**config.mk**
```make
export PLATFORM = sky130hd
export DESIGN_NAME = ofm_framer
export DESIGN_NICKNAME = d
export VERILOG_FILES = /design/src/shared/ofm_pkg.sv /design/src/rtl/ofm_framer.sv
export SDC_FILE = /design/constraint.sdc
export NUM_CORES = 1
export LEC_CHECK = 0
export ABC_CLOCK_PERIOD_IN_PS = 4250
export BUFFER_PORTS_ARGS = -buffer_cell sky130_fd_sc_hd__buf_4
export CAP_MARGIN = 20
export CORE_AREA = 5 5 136 138
export DETAILED_ROUTE_END_ITERATION = 16
export DIE_AREA = 0 0 141 143
export GPL_TIMING_DRIVEN = 0
export PLACE_DENSITY = 0.78
export SYNTH_ARGS = -nofsm -noshare
export SYNTH_HDL_FRONTEND = slang
export SYNTH_SLANG_ARGS = --single-unit
```
**constraint.sdc**
```tcl
create_clock -name SYS_CLK -period 4.25 [get_ports SYS_CLK]
set_input_delay 0.425 -clock SYS_CLK [delete_from_list [all_inputs] [get_ports SYS_CLK]]
set_output_delay 0.425 -clock SYS_CLK [all_outputs]
set_load 0.005 [all_outputs]
```
**src/shared/ofm_pkg.sv**
```systemverilog
`default_nettype none
package ofm_pkg;

  // ****************************************
  // register map (byte addresses)
  // ****************************************
  localparam logic [7:0] OFF_CTRL = 8'h00;
  localparam logic [7:0] OFF_TX_OVH = 8'h04;
  localparam logic [7:0] OFF_RX_OVH = 8'h08;
  localparam int RXS_LOCKED = 8;
  localparam int RXS_LOST = 9;
  localparam int RXS_CONTACT = 10;

  // ****************************************
  // modes and lock states
  // ****************************************
  typedef enum logic [1:0] {
    MODE_OFF = 2'h0,
    MODE_STD = 2'h1,
    MODE_ENH = 2'h3,
    MODE_CUST = 2'h2
  } ofm_mode_t;

  typedef enum logic [1:0] {
    LK_HUNT = 2'h0,
    LK_VERIFY = 2'h1,
    LK_LOCKED = 2'h3,
    LK_SPARE = 2'h2
  } ofm_lock_t;

  // control word: bits [1:0] tx mode, [3:2] rx mode, [4] single-ended, [5] scrambler,
  // [13:6] tx data bytes per framing byte, [21:14] rx data bytes per framing byte
  typedef struct packed {
    logic [7:0] rx_load;
    logic [7:0] tx_load;
    logic scram_en;
    logic iface_se;
    ofm_mode_t rx_mode;
    ofm_mode_t tx_mode;
  } ofm_ctrl_t;

  // overhead word: [0] backward alarm, [1] multiframe bit, [7:2] control channel
  typedef struct packed {
    logic [5:0] ucc;
    logic mframe;
    logic bwd_alarm;
  } ofm_ovh_t;

  localparam logic [21:0] CTRL_RST = 22'h000000;
  localparam logic [7:0] OVH_RST = 8'h00;

  // ****************************************
  // frame layout
  // ****************************************
  localparam logic [6:0] FAW = 7'h1B;
  localparam logic BIT32_ALIGN = 1'b1;
  localparam logic [7:0] LOAD_FIXED = 8'h0F;
  localparam logic [7:0] LOAD_MIN = 8'h01;
  localparam logic [7:0] SOC_IDLE = 8'hFF;
  localparam logic [1:0] FB_ALIGN = 2'h0;
  localparam logic [1:0] FB_SIG_A = 2'h1;
  localparam logic [1:0] FB_HOUSE = 2'h2;
  localparam logic [1:0] FB_SIG_B = 2'h3;
  // frame bit n sits at byte index 8-n, bit 1 first on the wire
  localparam int B1 = 7;
  localparam int B2 = 6;
  localparam int B3 = 5;
  localparam int B4 = 4;
  localparam int B5 = 3;
  localparam int B6 = 2;
  localparam int B7 = 1;
  localparam int B8 = 0;
  localparam logic [1:0] MISS_LIMIT = 2'h2;
  localparam logic [14:0] LFSR_SEED = 15'h7FFF;

endpackage
`default_nettype wire

```
**src/rtl/ofm_framer.sv**
```systemverilog
`timescale 1ns/1ps
`default_nettype none

// Summary of operation
// RULE_01: framing bytes make aggregate 16/15 of data
// RULE_02: three selectable modes, standard enhanced custom
// RULE_03: service channel always; control channel enhanced/custom
// RULE_04: channel bits only inside framing bytes
// RULE_05: standard mode leaves bytes 16, 48 empty
// RULE_06: standard: byte 32 bit 1 carries service bit
// RULE_07: byte 32 bit 2 is alignment pattern
// RULE_08: byte 32 bit 3 carries backward alarm
// RULE_09: byte 32 bit 4 carries multiframe bit
// RULE_10: standard: byte 32 bits 5-8 unused
// RULE_11: standard: through data is 15/16 aggregate
// RULE_12: standard: service channel raw, unbuffered
// RULE_13: single-ended standard: output service channel clocks
// RULE_14: differential interface: no service channel clocks
// RULE_15: enhanced: bytes 16, 48 carry service channel
// RULE_16: enhanced: control uses byte1 bit1, byte32 bits
// RULE_17: enhanced/custom: service channel is buffered
// RULE_18: far end must use matching mode
// RULE_19: transmit and receive configured separately
// RULE_20: custom: two remote contact channels to relays
// RULE_21: frame-synchronous scrambler on data bytes
// RULE_22: custom: 4 to 1020 data bytes per frame
// RULE_23: fixed modes: 64-byte frame, 4 framing bytes
// RULE_24: receiver locks on pattern, flags loss
module ofm_framer
(
  // clock, reset, enable
  input wire logic SYS_CLK,
  input wire logic RESETN,
  input wire logic CLK_EN,
  // ahb-lite slave
  input wire logic HSEL,
  input wire logic [31:0] HADDR,
  input wire logic [1:0] HTRANS,
  input wire logic HWRITE,
  input wire logic [2:0] HSIZE,
  input wire logic [31:0] HWDATA,
  input wire logic HREADY,
  output logic [31:0] HRDATA,
  output logic HREADYOUT,
  output logic HRESP,
  // terrestrial transmit data
  input wire logic [7:0] TD_TX_BYTE,
  input wire logic TD_TX_VALID,
  output logic TD_TX_TAKE,
  // aggregate transmit toward modulator
  input wire logic AGG_TX_REQ,
  output logic [7:0] AGG_TX_BYTE,
  output logic AGG_TX_VALID,
  // aggregate receive from demodulator
  input wire logic [7:0] AGG_RX_BYTE,
  input wire logic AGG_RX_VALID,
  // terrestrial receive data
  output logic [7:0] TD_RX_BYTE,
  output logic TD_RX_VALID,
  // service overhead channel
  input wire logic [7:0] SOC_TX_BYTE,
  input wire logic SOC_TX_VALID,
  output logic SOC_TX_READY,
  input wire logic SOC_TX_BIT,
  output logic SOC_TX_CLK,
  output logic [7:0] SOC_RX_BYTE,
  output logic SOC_RX_VALID,
  output logic SOC_RX_BIT,
  output logic SOC_RX_CLK,
  // remote contact channels
  input wire logic [1:0] CONTACT_IN,
  output logic [1:0] RELAY_OUT,
  // lock status
  output logic LOCKED,
  output logic LOCK_LOST
);
  import ofm_pkg::*;

  // ****************************************
  // register file and bus slave
  // ****************************************
  ofm_ctrl_t ctrl;
  ofm_ovh_t tx_ovh;
  ofm_ovh_t rx_ovh;
  logic lost_sticky;
  logic ap_sel;
  logic ap_write;
  logic [7:0] ap_addr;
  logic [31:0] rd_word;
  logic addr_take;

  assign addr_take = HSEL && HTRANS[1] && HREADY;

  // read mux, bits above each field read as zero
  always_comb
  begin
    rd_word = 32'h00000000;
    case (HADDR[7:0])
      OFF_CTRL: rd_word[21:0] = ctrl;
      OFF_TX_OVH: rd_word[7:0] = tx_ovh;
      OFF_RX_OVH:
      begin
        rd_word[7:0] = rx_ovh;
        rd_word[RXS_LOCKED] = LOCKED;
        rd_word[RXS_LOST] = lost_sticky;
        rd_word[RXS_CONTACT+1:RXS_CONTACT] = RELAY_OUT;
      end
      default: rd_word = 32'h00000000;
    endcase
  end

  // address phase capture; zero wait, always okay
  always_ff @(posedge SYS_CLK or negedge RESETN)
  begin
    if (!RESETN)
    begin
      ap_sel <= 1'b0;
      ap_write <= 1'b0;
      ap_addr <= 8'h00;
      HRDATA <= 32'h00000000;
      HREADYOUT <= 1'b1;
      HRESP <= 1'b0;
    end
    else if (CLK_EN)
    begin
      ap_sel <= addr_take;
      ap_write <= HWRITE;
      ap_addr <= HADDR[7:0];
      HREADYOUT <= 1'b1;
      HRESP <= 1'b0;
      if (addr_take && !HWRITE)
        HRDATA <= rd_word;
    end
  end

  // data phase writes; mode registers steer both directions independently
  always_ff @(posedge SYS_CLK or negedge RESETN)
  begin
    if (!RESETN)
    begin
      ctrl <= CTRL_RST;
      tx_ovh <= OVH_RST;
    end
    else if (CLK_EN && ap_sel && ap_write)
    begin
      if (ap_addr == OFF_CTRL)
        ctrl <= HWDATA[21:0]; // see RULE_02 see RULE_19
      if (ap_addr == OFF_TX_OVH)
        tx_ovh <= HWDATA[7:0];
    end
  end

  // loss-of-lock sticky: a new loss beats a same-cycle write-one clear
  always_ff @(posedge SYS_CLK or negedge RESETN)
  begin
    if (!RESETN)
      lost_sticky <= 1'b0;
    else if (CLK_EN)
    begin
      if (LOCK_LOST)
        lost_sticky <= 1'b1;
      else if (ap_sel && ap_write && ap_addr == OFF_RX_OVH && HWDATA[RXS_LOST])
        lost_sticky <= 1'b0;
    end
  end

  // ****************************************
  // transmit framer
  // ****************************************
  logic [1:0] tx_fb;
  logic [7:0] tx_dcnt;
  logic [7:0] tx_load;
  logic tx_fr;
  logic tx_ext;
  logic [14:0] tx_lfsr;
  logic [7:0] next_fr_byte;
  logic [7:0] td_scr;
  logic soc_full;
  logic [7:0] soc_hold;
  logic next_soc_full;
  logic soc_use;
  logic [1:0] ct_s1;
  logic [1:0] ct_s2;

  assign tx_ext = (ctrl.tx_mode == MODE_ENH) || (ctrl.tx_mode == MODE_CUST); // see RULE_03
  // fixed modes: 15 data bytes per framing byte, 64-byte frame
  assign tx_load = (ctrl.tx_mode == MODE_CUST) ?
    ((ctrl.tx_load < LOAD_MIN) ? LOAD_MIN : ctrl.tx_load) : LOAD_FIXED; // see RULE_22 see RULE_23
  assign tx_fr = (ctrl.tx_mode != MODE_OFF) && (tx_dcnt == 8'h00); // see RULE_01 see RULE_11
  // scrambler runs only while framed, so both ends restart it together
  assign td_scr = (TD_TX_VALID ? TD_TX_BYTE : 8'h00) ^
    ((ctrl.scram_en && ctrl.tx_mode != MODE_OFF) ? tx_lfsr[7:0] : 8'h00);
  assign soc_use = AGG_TX_REQ && tx_fr && tx_ext && soc_full &&
    (tx_fb == FB_SIG_A || tx_fb == FB_SIG_B);
  assign next_soc_full = (SOC_TX_VALID && SOC_TX_READY) || (soc_full && !soc_use);

  // framing byte contents per position in the frame
  always_comb
  begin
    next_fr_byte = 8'h00;
    case (tx_fb)
      FB_ALIGN:
      begin
        next_fr_byte[6:0] = FAW;
        next_fr_byte[B1] = tx_ext ? tx_ovh.ucc[0] : 1'b0; // see RULE_16
      end
      FB_SIG_A, FB_SIG_B:
        // standard leaves these empty; extended modes carry the service byte
        next_fr_byte = tx_ext ? (soc_full ? soc_hold : SOC_IDLE) : 8'h00; // see RULE_05 see RULE_15
      FB_HOUSE:
      begin
        next_fr_byte[B1] = tx_ext ? tx_ovh.ucc[1] : SOC_TX_BIT; // see RULE_06 see RULE_16
        next_fr_byte[B2] = BIT32_ALIGN; // see RULE_07
        next_fr_byte[B3] = tx_ovh.bwd_alarm; // see RULE_08
        next_fr_byte[B4] = tx_ovh.mframe; // see RULE_09
        // standard mode leaves bits 5 to 8 at zero
        if (tx_ext) // see RULE_10
        begin
          next_fr_byte[B5] = tx_ovh.ucc[2]; // see RULE_16
          next_fr_byte[B6] = tx_ovh.ucc[3];
          next_fr_byte[B7] = (ctrl.tx_mode == MODE_CUST) ? ct_s2[0] : tx_ovh.ucc[4]; // see RULE_20
          next_fr_byte[B8] = (ctrl.tx_mode == MODE_CUST) ? ct_s2[1] : tx_ovh.ucc[5];
        end
      end
      default: next_fr_byte = 8'h00;
    endcase
  end

  // byte position counters: slot 0 framing, then tx_load data bytes
  always_ff @(posedge SYS_CLK or negedge RESETN)
  begin
    if (!RESETN)
    begin
      tx_fb <= FB_ALIGN;
      tx_dcnt <= 8'h00;
    end
    else if (CLK_EN && AGG_TX_REQ)
    begin
      if (ctrl.tx_mode == MODE_OFF)
      begin
        // park on the alignment slot so framing restarts with a frame start
        tx_fb <= FB_ALIGN;
        tx_dcnt <= 8'h00;
      end
      else if (tx_dcnt >= tx_load)
      begin
        tx_dcnt <= 8'h00;
        tx_fb <= tx_fb + 2'h1;
      end
      else
        tx_dcnt <= tx_dcnt + 8'h01;
    end
  end

  // frame-synchronous scrambler, reseeded at every frame start
  always_ff @(posedge SYS_CLK or negedge RESETN)
  begin
    if (!RESETN)
      tx_lfsr <= LFSR_SEED;
    else if (CLK_EN && AGG_TX_REQ)
    begin
      if (tx_fr && tx_fb == FB_ALIGN)
        tx_lfsr <= LFSR_SEED; // see RULE_21
      else if (!tx_fr)
        tx_lfsr <= {tx_lfsr[13:0], tx_lfsr[14] ^ tx_lfsr[13]};
    end
  end

  // aggregate output and data take strobe
  always_ff @(posedge SYS_CLK or negedge RESETN)
  begin
    if (!RESETN)
    begin
      AGG_TX_BYTE <= 8'h00;
      AGG_TX_VALID <= 1'b0;
      TD_TX_TAKE <= 1'b0;
      SOC_TX_CLK <= 1'b0;
    end
    else if (CLK_EN)
    begin
      AGG_TX_VALID <= AGG_TX_REQ;
      TD_TX_TAKE <= AGG_TX_REQ && !tx_fr && TD_TX_VALID; // see RULE_04
      // raw standard-mode clock only on the single-ended interface
      SOC_TX_CLK <= AGG_TX_REQ && tx_fr && tx_fb == FB_HOUSE &&
        ctrl.tx_mode == MODE_STD && ctrl.iface_se; // see RULE_12 see RULE_13 see RULE_14
      if (AGG_TX_REQ)
        AGG_TX_BYTE <= tx_fr ? next_fr_byte : td_scr;
    end
  end

  // one-byte service holding stage decouples port rate from frame rate
  always_ff @(posedge SYS_CLK or negedge RESETN)
  begin
    if (!RESETN)
    begin
      soc_full <= 1'b0;
      soc_hold <= 8'h00;
      SOC_TX_READY <= 1'b0;
    end
    else if (CLK_EN)
    begin
      soc_full <= next_soc_full; // see RULE_17
      SOC_TX_READY <= !next_soc_full && tx_ext;
      if (SOC_TX_VALID && SOC_TX_READY)
        soc_hold <= SOC_TX_BYTE;
    end
  end

  // contact inputs come from pins: two-stage synchroniser
  always_ff @(posedge SYS_CLK or negedge RESETN)
  begin
    if (!RESETN)
    begin
      ct_s1 <= 2'h0;
      ct_s2 <= 2'h0;
    end
    else if (CLK_EN)
    begin
      ct_s1 <= CONTACT_IN;
      ct_s2 <= ct_s1;
    end
  end

  // ****************************************
  // receive deframer
  // ****************************************
  ofm_lock_t lk;
  ofm_lock_t next_lk;
  logic [1:0] rx_fb;
  logic [7:0] rx_dcnt;
  logic [7:0] rx_load;
  logic [1:0] miss;
  logic [1:0] next_miss;
  logic next_lost;
  logic rx_on;
  logic rx_ext;
  logic rx_fr;
  logic faw_hit;
  logic rx_lk;
  logic [14:0] rx_lfsr;
  logic [7:0] rx_data;

  assign rx_on = ctrl.rx_mode != MODE_OFF;
  assign rx_ext = (ctrl.rx_mode == MODE_ENH) || (ctrl.rx_mode == MODE_CUST);
  assign rx_load = (ctrl.rx_mode == MODE_CUST) ?
    ((ctrl.rx_load < LOAD_MIN) ? LOAD_MIN : ctrl.rx_load) : LOAD_FIXED;
  assign rx_fr = rx_on && lk != LK_HUNT && rx_dcnt == 8'h00;
  assign faw_hit = AGG_RX_BYTE[6:0] == FAW;
  assign rx_lk = lk == LK_LOCKED;
  assign rx_data = AGG_RX_BYTE ^ ((ctrl.scram_en && rx_on) ? rx_lfsr[7:0] : 8'h00);

  // lock: one hit to verify, second hit to lock, third straight miss loses it
  always_comb
  begin
    next_lk = lk;
    next_miss = miss;
    next_lost = 1'b0;
    if (!rx_on)
      next_lk = LK_HUNT;
    else if (AGG_RX_VALID)
    begin
      case (lk)
        LK_HUNT:
          if (faw_hit)
            next_lk = LK_VERIFY;
        LK_VERIFY:
          if (rx_fr && rx_fb == FB_ALIGN)
          begin
            next_lk = faw_hit ? LK_LOCKED : LK_HUNT;
            next_miss = 2'h0;
          end
        LK_LOCKED:
          if (rx_fr && rx_fb == FB_ALIGN)
          begin
            if (faw_hit)
              next_miss = 2'h0;
            else if (miss == MISS_LIMIT)
            begin
              next_lk = LK_HUNT; // see RULE_24
              next_lost = 1'b1;
              next_miss = 2'h0;
            end
            else
              next_miss = miss + 2'h1;
          end
        default: next_lk = LK_HUNT;
      endcase
    end
  end

  // lock state and receive position counters
  always_ff @(posedge SYS_CLK or negedge RESETN)
  begin
    if (!RESETN)
    begin
      lk <= LK_HUNT;
      miss <= 2'h0;
      LOCKED <= 1'b0;
      LOCK_LOST <= 1'b0;
      rx_fb <= FB_ALIGN;
      rx_dcnt <= 8'h00;
    end
    else if (CLK_EN)
    begin
      lk <= next_lk;
      miss <= next_miss;
      LOCKED <= next_lk == LK_LOCKED;
      LOCK_LOST <= next_lost;
      if (AGG_RX_VALID)
      begin
        if (lk == LK_HUNT)
        begin
          rx_fb <= FB_ALIGN;
          rx_dcnt <= 8'h01;
        end
        else if (rx_dcnt >= rx_load)
        begin
          rx_dcnt <= 8'h00;
          rx_fb <= rx_fb + 2'h1;
        end
        else
          rx_dcnt <= rx_dcnt + 8'h01;
      end
    end
  end

  // descrambler mirrors the transmit one
  always_ff @(posedge SYS_CLK or negedge RESETN)
  begin
    if (!RESETN)
      rx_lfsr <= LFSR_SEED;
    else if (CLK_EN && AGG_RX_VALID)
    begin
      if ((lk == LK_HUNT && faw_hit) || (rx_fr && rx_fb == FB_ALIGN))
        rx_lfsr <= LFSR_SEED; // see RULE_21
      else if (!rx_fr)
        rx_lfsr <= {rx_lfsr[13:0], rx_lfsr[14] ^ rx_lfsr[13]};
    end
  end

  // channel extraction; nothing leaves until the frame is locked, except through data passed raw while rx mode is off
  always_ff @(posedge SYS_CLK or negedge RESETN)
  begin
    if (!RESETN)
    begin
      TD_RX_BYTE <= 8'h00;
      TD_RX_VALID <= 1'b0;
      SOC_RX_BYTE <= 8'h00;
      SOC_RX_VALID <= 1'b0;
      SOC_RX_BIT <= 1'b0;
      SOC_RX_CLK <= 1'b0;
      RELAY_OUT <= 2'h0;
      rx_ovh <= OVH_RST;
    end
    else if (CLK_EN)
    begin
      TD_RX_VALID <= AGG_RX_VALID && (!rx_on || (rx_lk && !rx_fr)); // see RULE_04
      SOC_RX_VALID <= 1'b0;
      SOC_RX_CLK <= 1'b0;
      if (AGG_RX_VALID && (!rx_on || !rx_fr))
        TD_RX_BYTE <= rx_data;
      if (AGG_RX_VALID && rx_lk && rx_fr)
      begin
        case (rx_fb)
          FB_ALIGN:
            if (rx_ext)
              rx_ovh.ucc[0] <= AGG_RX_BYTE[B1]; // see RULE_16
          FB_SIG_A, FB_SIG_B:
            if (rx_ext && AGG_RX_BYTE != SOC_IDLE)
            begin
              SOC_RX_BYTE <= AGG_RX_BYTE; // see RULE_15
              SOC_RX_VALID <= 1'b1;
            end
          default:
          begin
            rx_ovh.bwd_alarm <= AGG_RX_BYTE[B3]; // see RULE_08
            rx_ovh.mframe <= AGG_RX_BYTE[B4]; // see RULE_09
            if (rx_ext)
            begin
              rx_ovh.ucc[1] <= AGG_RX_BYTE[B1];
              rx_ovh.ucc[2] <= AGG_RX_BYTE[B5];
              rx_ovh.ucc[3] <= AGG_RX_BYTE[B6];
              if (ctrl.rx_mode == MODE_CUST)
                RELAY_OUT <= {AGG_RX_BYTE[B8], AGG_RX_BYTE[B7]}; // see RULE_20
              else
                rx_ovh.ucc[5:4] <= {AGG_RX_BYTE[B8], AGG_RX_BYTE[B7]};
            end
            else
            begin
              SOC_RX_BIT <= AGG_RX_BYTE[B1]; // see RULE_06 see RULE_12
              SOC_RX_CLK <= ctrl.iface_se; // see RULE_13 see RULE_14
            end
          end
        endcase
      end
    end
  end
endmodule // ofm_framer
`default_nettype wire

```
==> results.ini, run 1 <==
[detailed_routing]
avgViaCountPerCell = 5.51
met2_length_um = 9510
highest_layer = met4
wl_per_cell_um = 18.0
drt-total-wl_um = 20500
first_pass_iters = 5
dr.first_iter.drc_count = 437
wl_met3_um = 1430
drcViolationCount = 0
vias = 6252
wl_met1_um = 9060
postRouteAntennaNets = 0

[place]
dpl.cell_count = 1099
dpl.hpwl_um = 15200
post-place-ws_ns = 0.632
io_buffers = 123
gp_congestion = 0.907

[final_layout]
multiInputGateArea_um2 = 3700
layout.nets = 1028
syn_to_final_growth_pct = 22.6
seq_area_um2 = 4390
final.fill_count = 1424
final_cell_count_no_fill = 1135
drive_gt1_frac = 0.315
fin_util = 0.600

[yosys]
synth-edff-count = 0
yosysSeqAreaShare = 0.526
yosysUniqueCellTypes = 61
syn_area_um2 = 8350
synth_ff_type = dfrtp_1
synth_area_leaders = dfrtp_1 (43%), mux2_2 (9.7%), dfstp_2 (9.4%)
ys_async_sr_fraction = 1.00
syn_avg_cell_area_um2 = 11.3
syn_inst = 739
synth_top_area_cell = dfrtp_1
synth_warnings = 0
synth_top_area_frac = 0.432
synth.most_common_cell = dfrtp_1
netlist_top_cells_count = dfrtp_1 (144), nand2_1 (73), mux2_2 (72), nor2_1 (40)
ys_seq_elements = 174

[global_routing]
grt_max_degree = 97
antenna_found_initial = 0
overflow = 0
grt_pass1_vias = 6333
grt_pass1_wl_um = 33000
grt.total_usage = 0.208

[worst_setup_path]
path_cells = clkbuf_1 -> clkbuf_1 -> nor2b_1 -> nand2_1 -> ha_1 -> and4_1 -> a211o_1 -> a311oi_1 -> nor2_1 -> mux2i_1
crit_top_cell = clkbuf_1
crit_slowest_cell = a311oi_1
worstPathRequired_ns = 4.54
cp.arrival_ns = 3.96
worstSetupPathType = reg2reg
start_kind = flip-flop
end_kind = flip-flop
worst-path-max-fanout = 10
cp_slowest_stage_delay_ns = 0.71

[floorplanning]
dieArea_um2 = 20200
fp.dieH_um = 143
start_util = 0.490
fp-row-count = 48
pin_count = 176
die_w_um = 141
core_um2 = 17100

[run_status]
status = complete, no violations

[sta]
setup_viol = 0
setup_ws_ns = 0.578
period_share = 0.864
relSlewSlack = 0.388
worst_pin_slew_ns = 0.911
hold_viol_final = 0
slew_viol_final = 0
fmax_mhz = 272
fin_setup_tns_ns = 0
rsz0062_at_grt = no
finalCriticalPeriod_ns = 3.67
skew_ns = 0.0151

[cts]
cts_buffer_depth = 2
worstSkewPairLatency_ns = 0.44
path_clk_slew_ns = 0.07
clockRootBuffer = clkbuf_16
ctsResizeCount = 0
h-tree-depth = 4
cts-buffers-inserted = 17
clock_sinks = 174
cts_tree = built

[pwr]
p_total_mw = 3.79
power_density_nw_per_um2 = 370
p_leak_nw = 4.77
ir_drop_mv = 0.287

[run]
cap_violations = 0

[hold_path]
hp-class = in2reg

[area by class of cell]
| type | count | area share |
|---|---|---|
| diodes | 3 | 0.000733 |
| plain buffers | 42 | 0.0220 |
| clock buffers | 19 | 0.0464 |
| clock inverters | 13 | 0.0110 |
| inverters | 18 | 0.00660 |
| multi-input cells | 515 | 0.362 |
| flip-flops and latches | 174 | 0.429 |
| well taps | 225 | 0.0275 |
| repair buffers | 126 | 0.0951 |
[per-stage QoR]
step	instance area, µm²	hold WS [ns]
after floorplan	8390	0.129
after global placement	9590	0.467
after detailed placement	9630	0.452
after CTS	10200	0.216
after global routing	10200	0.218
final	10200	0.220
[repair_timing]
item	CTS	global route
hold buffers	1	0
hold endpoints to repair	7	0
buffers inserted	0	0
endpoints found under the setup margin	0	0
[power by group]
part / total, mW / switching [mW] / internal (mW)
sequential: 1.89 / 0.0800 / 1.81
clock: 1.55 / 0.707 / 0.840
combinational: 0.347 / 0.167 / 0.180
[critical path: cells and delay by family (launching register included)]
family / cells / cell delay, ns
AND/OR/NAND/NOR: 4 / 1.01
adder cells (fa/ha/maj): 1 / 0.30
multiplexers: 1 / 0.20
buffers and inverters: 2 / 0.68
flip-flops: 1 / 0.34
AO/OA/AOI/OAI: 2 / 1.00
[logic make-up (layout without fill, tap and decap cells)]
family	count (synthesis)	count (layout)	share of synthesized area
AO/OA/AOI/OAI	167	167	0.137
buffers and inverters	60	218	0.0351
adder cells (fa/ha/maj)	28	28	0.0420
AND/OR/NAND/NOR	194	194	0.116
XOR/XNOR	26	26	0.0273
flip-flops	174	174	0.526
multiplexers	88	88	0.116
other	2	15	0.000899
[state kept, by name, summed over array words and instances (netlist names), 15 cells and up]
name and count:
HRDATA 22, ctrl 22, rx_lfsr 15, tx_lfsr 15
[final timing paths]
path / end / from / slack, ns / cells after the start
max in group asynchronous: rx_lfsr[9] / RESETN / 2.82 / 3
max reg2reg: tx_fb[1] / ctrl[1] / 0.58 / 10
min in group asynchronous: TD_TX_TAKE / RESETN / 0.57 / 2
min reg2reg: HRDATA[8] / HRDATA[8] / 0.49 / 2
min: soc_hold[6] / SOC_TX_BYTE[6] / 0.22 / 2
max: tx_fb[1] / ctrl[1] / 0.58 / 10
[cells in the final DEF, fill, tap and decap left out, types with 4 or more instances in the layout]
cell type / instances
a211o_1: 4
a21oi_1: 35
a22o_1: 15
a22oi_1: 9
a31oi_1: 4
and3_1: 6
buf_1: 4
buf_2: 4
buf_4: 135
clkbuf_1: 20
clkbuf_16: 19
conb_1: 12
dfrtp_1: 144
dfstp_2: 30
ha_1: 28
inv_1: 18
inv_6: 4
mux2_2: 72
mux2i_1: 16
nand2_1: 73
nand3_1: 12
nand4_1: 8
nor2_1: 40
nor2b_1: 6
nor3_1: 10
nor4_1: 7
o21a_1: 8
o21ai_0: 35
o22a_1: 31
o22ai_1: 4
o31ai_1: 6
or3_1: 5
xnor2_1: 7
xor2_1: 19
[layer usage]
layer	vias up	global-route usage
li1	2979	-
met1	3047	0.282
met2	191	0.328
met3	35	0.0522
met4	0	0.0709
met5	-	0
Power figures use the tool's default switching activity.
==> run 2: changes to the inputs <==
--- a/config.mk
+++ b/config.mk
@@ -8,11 +8,12 @@
 export ABC_CLOCK_PERIOD_IN_PS = 4250
 export BUFFER_PORTS_ARGS = -buffer_cell sky130_fd_sc_hd__buf_4
 export CAP_MARGIN = 20
-export CORE_AREA = 5 5 136 138
+export CORE_AREA = 10 10 141 143
 export DETAILED_ROUTE_END_ITERATION = 16
-export DIE_AREA = 0 0 141 143
+export DIE_AREA = 0 0 151 153
 export GPL_TIMING_DRIVEN = 0
-export PLACE_DENSITY = 0.78
+export PLACE_DENSITY = 0.73
+export SKIP_CTS_REPAIR_TIMING = 1
 export SYNTH_ARGS = -nofsm -noshare
 export SYNTH_HDL_FRONTEND = slang
 export SYNTH_SLANG_ARGS = --single-unit
==> results.ini, run 2 (synthesis results as in run 1) <==
[run_status]
status = complete, no violations

[hold_path]
min_from = HWDATA[13]
min_path_cells = 2
hp-class = in2reg

[cts]
clockRootBuffer = clkbuf_16
cts_buffer_depth = 2
clock_sinks = 174
cts-buffers-inserted = 17
path_clk_slew_ns = 0.07
cts_tree = built
h-tree-depth = 4
worstSkewPairLatency_ns = 0.43

[pwr]
p_leak_nw = 4.76
ir_drop_mv = 0.331
combPwrFrac = 0.091
p_total_mw = 3.83
pwr-share-seq = 0.495
clkPwrFrac = 0.414
switchingPower_mw = 0.935
power_density_nw_per_um2 = 374
p_sw_frac = 0.244
intPower_mw = 2.89

[final_layout]
layout.nets = 1028
syn_to_final_growth_pct = 22.7
multiInputGateArea_um2 = 3700
final.fill_count = 1446
seq_area_um2 = 4390
drive_gt1_frac = 0.314
final_cell_mix = dfrtp_1 (144), buf_4 (135), nand2_1 (73)
layout_commonest_cell = dfrtp_1
fin_util = 0.601
reg_top3 = HRDATA (22), ctrl (22)

[sta]
fmax_mhz = 279
fin_setup_tns_ns = 0
setup_ws_ns = 0.663
worst_pin_slew_ns = 0.892
hold_viol_final = 0
setup_viol = 0
period_share = 0.844
finalCriticalPeriod_ns = 3.59
slew_viol_final = 0
relSlewSlack = 0.401
rsz0062_at_grt = no
skew_ns = 0.00771

[worst_setup_path]
reg2reg_depth = 10
start_kind = flip-flop
cp.arrival_ns = 3.88
crit_path_start = ctrl[1]
end_kind = flip-flop
worst-path-max-fanout = 10
r2r-start = ctrl[1]
worstSetupPathType = reg2reg
worstPathRequired_ns = 4.54

[global_routing]
overflow = 0
grt_max_degree = 127
met1_usage = 0.255
grt.total_usage = 0.187
grt_pass1_vias = 6368
grt_pass1_wl_um = 34600
use_met3 = 0.0537
antenna_found_initial = 0
gr-usage-met2 = 0.276
busiest_layer = met2

[detailed_routing]
vias = 6202
postRouteAntennaNets = 0
first_pass_iters = 4
drt-total-wl_um = 21300
drcViolationCount = 0
avgViaCountPerCell = 5.47
wl_per_cell_um = 18.8
dr.first_iter.drc_count = 470

[place]
post-place-ws_ns = 0.649
io_buffers = 123
dpl.hpwl_um = 15800
gp_congestion = 0.892

[floorplanning]
fp-row-count = 48
start_util = 0.490
fp.dieH_um = 153
pin_count = 176
dieArea_um2 = 23100
core_um2 = 17100
die_w_um = 151

[run]
cap_violations = 0

## run 2: final timing paths
kind | endpoint | slack (ns)
min in group asynchronous | tx_dcnt[6] | 0.49
hold reg to reg | HRDATA[8] | 0.48
max in group asynchronous | SOC_RX_BYTE[0] | 2.83
setup / recovery | tx_fb[1] | 0.66
setup reg to reg | tx_fb[1] | 0.66
hold / removal | ctrl[13] | 0.22
## run 2: per-layer routing
metal	vias up	part of all wire	routed length, µm
li1	2975	-	-
met1	3029	0.46	9770
met2	167	0.45	9540
met3	31	0.074	1580
met4	0	0.021	444
met5	-	0	0
## run 2: layout make-up
type / count / area share
flip-flops and latches: 174 / 0.429
multi-input cells: 515 / 0.362
repair buffers: 126 / 0.0950
clock buffers: 19 / 0.0432
well taps: 225 / 0.0275
plain buffers: 42 / 0.0220
clock inverters: 13 / 0.0151
inverters: 18 / 0.00660
diodes: 1 / 0.000244
## run 2: critical path, cell delays in order (launching register included)
cell      delay, ns
dfrtp_1        0.34
clkbuf_1       0.28
clkbuf_1       0.38
nor2b_1        0.34
nand2_1        0.11
ha_1           0.29
and4_1         0.22
a211o_1        0.30
a311oi_1       0.70
nor2_1         0.30
mux2i_1        0.19
## run 2: per-stage QoR
stage,std cells,area (µm²),hold slack (ns)
6_report,1133,10200,0.225
5_1_grt,1132,10200,0.222
4_1_cts,1131,10200,-0.101
3_5_place_dp,1099,9630,0.355
3_3_place_gp,1097,9590,0.465
2_1_floorplan,749,8390,0.129
## run 2: power groups by stage
stage / Clock (mW) / Sequential (mW) / Combinational, mW
after CTS: 1.61 / 1.89 / 0.353
after global placement: 0 / 1.92 / 0.339
after global routing: 1.67 / 1.91 / 0.388
after floorplan: 0 / 1.90 / 0.182
after detailed placement: 0 / 1.92 / 0.351
final: 1.58 / 1.89 / 0.348
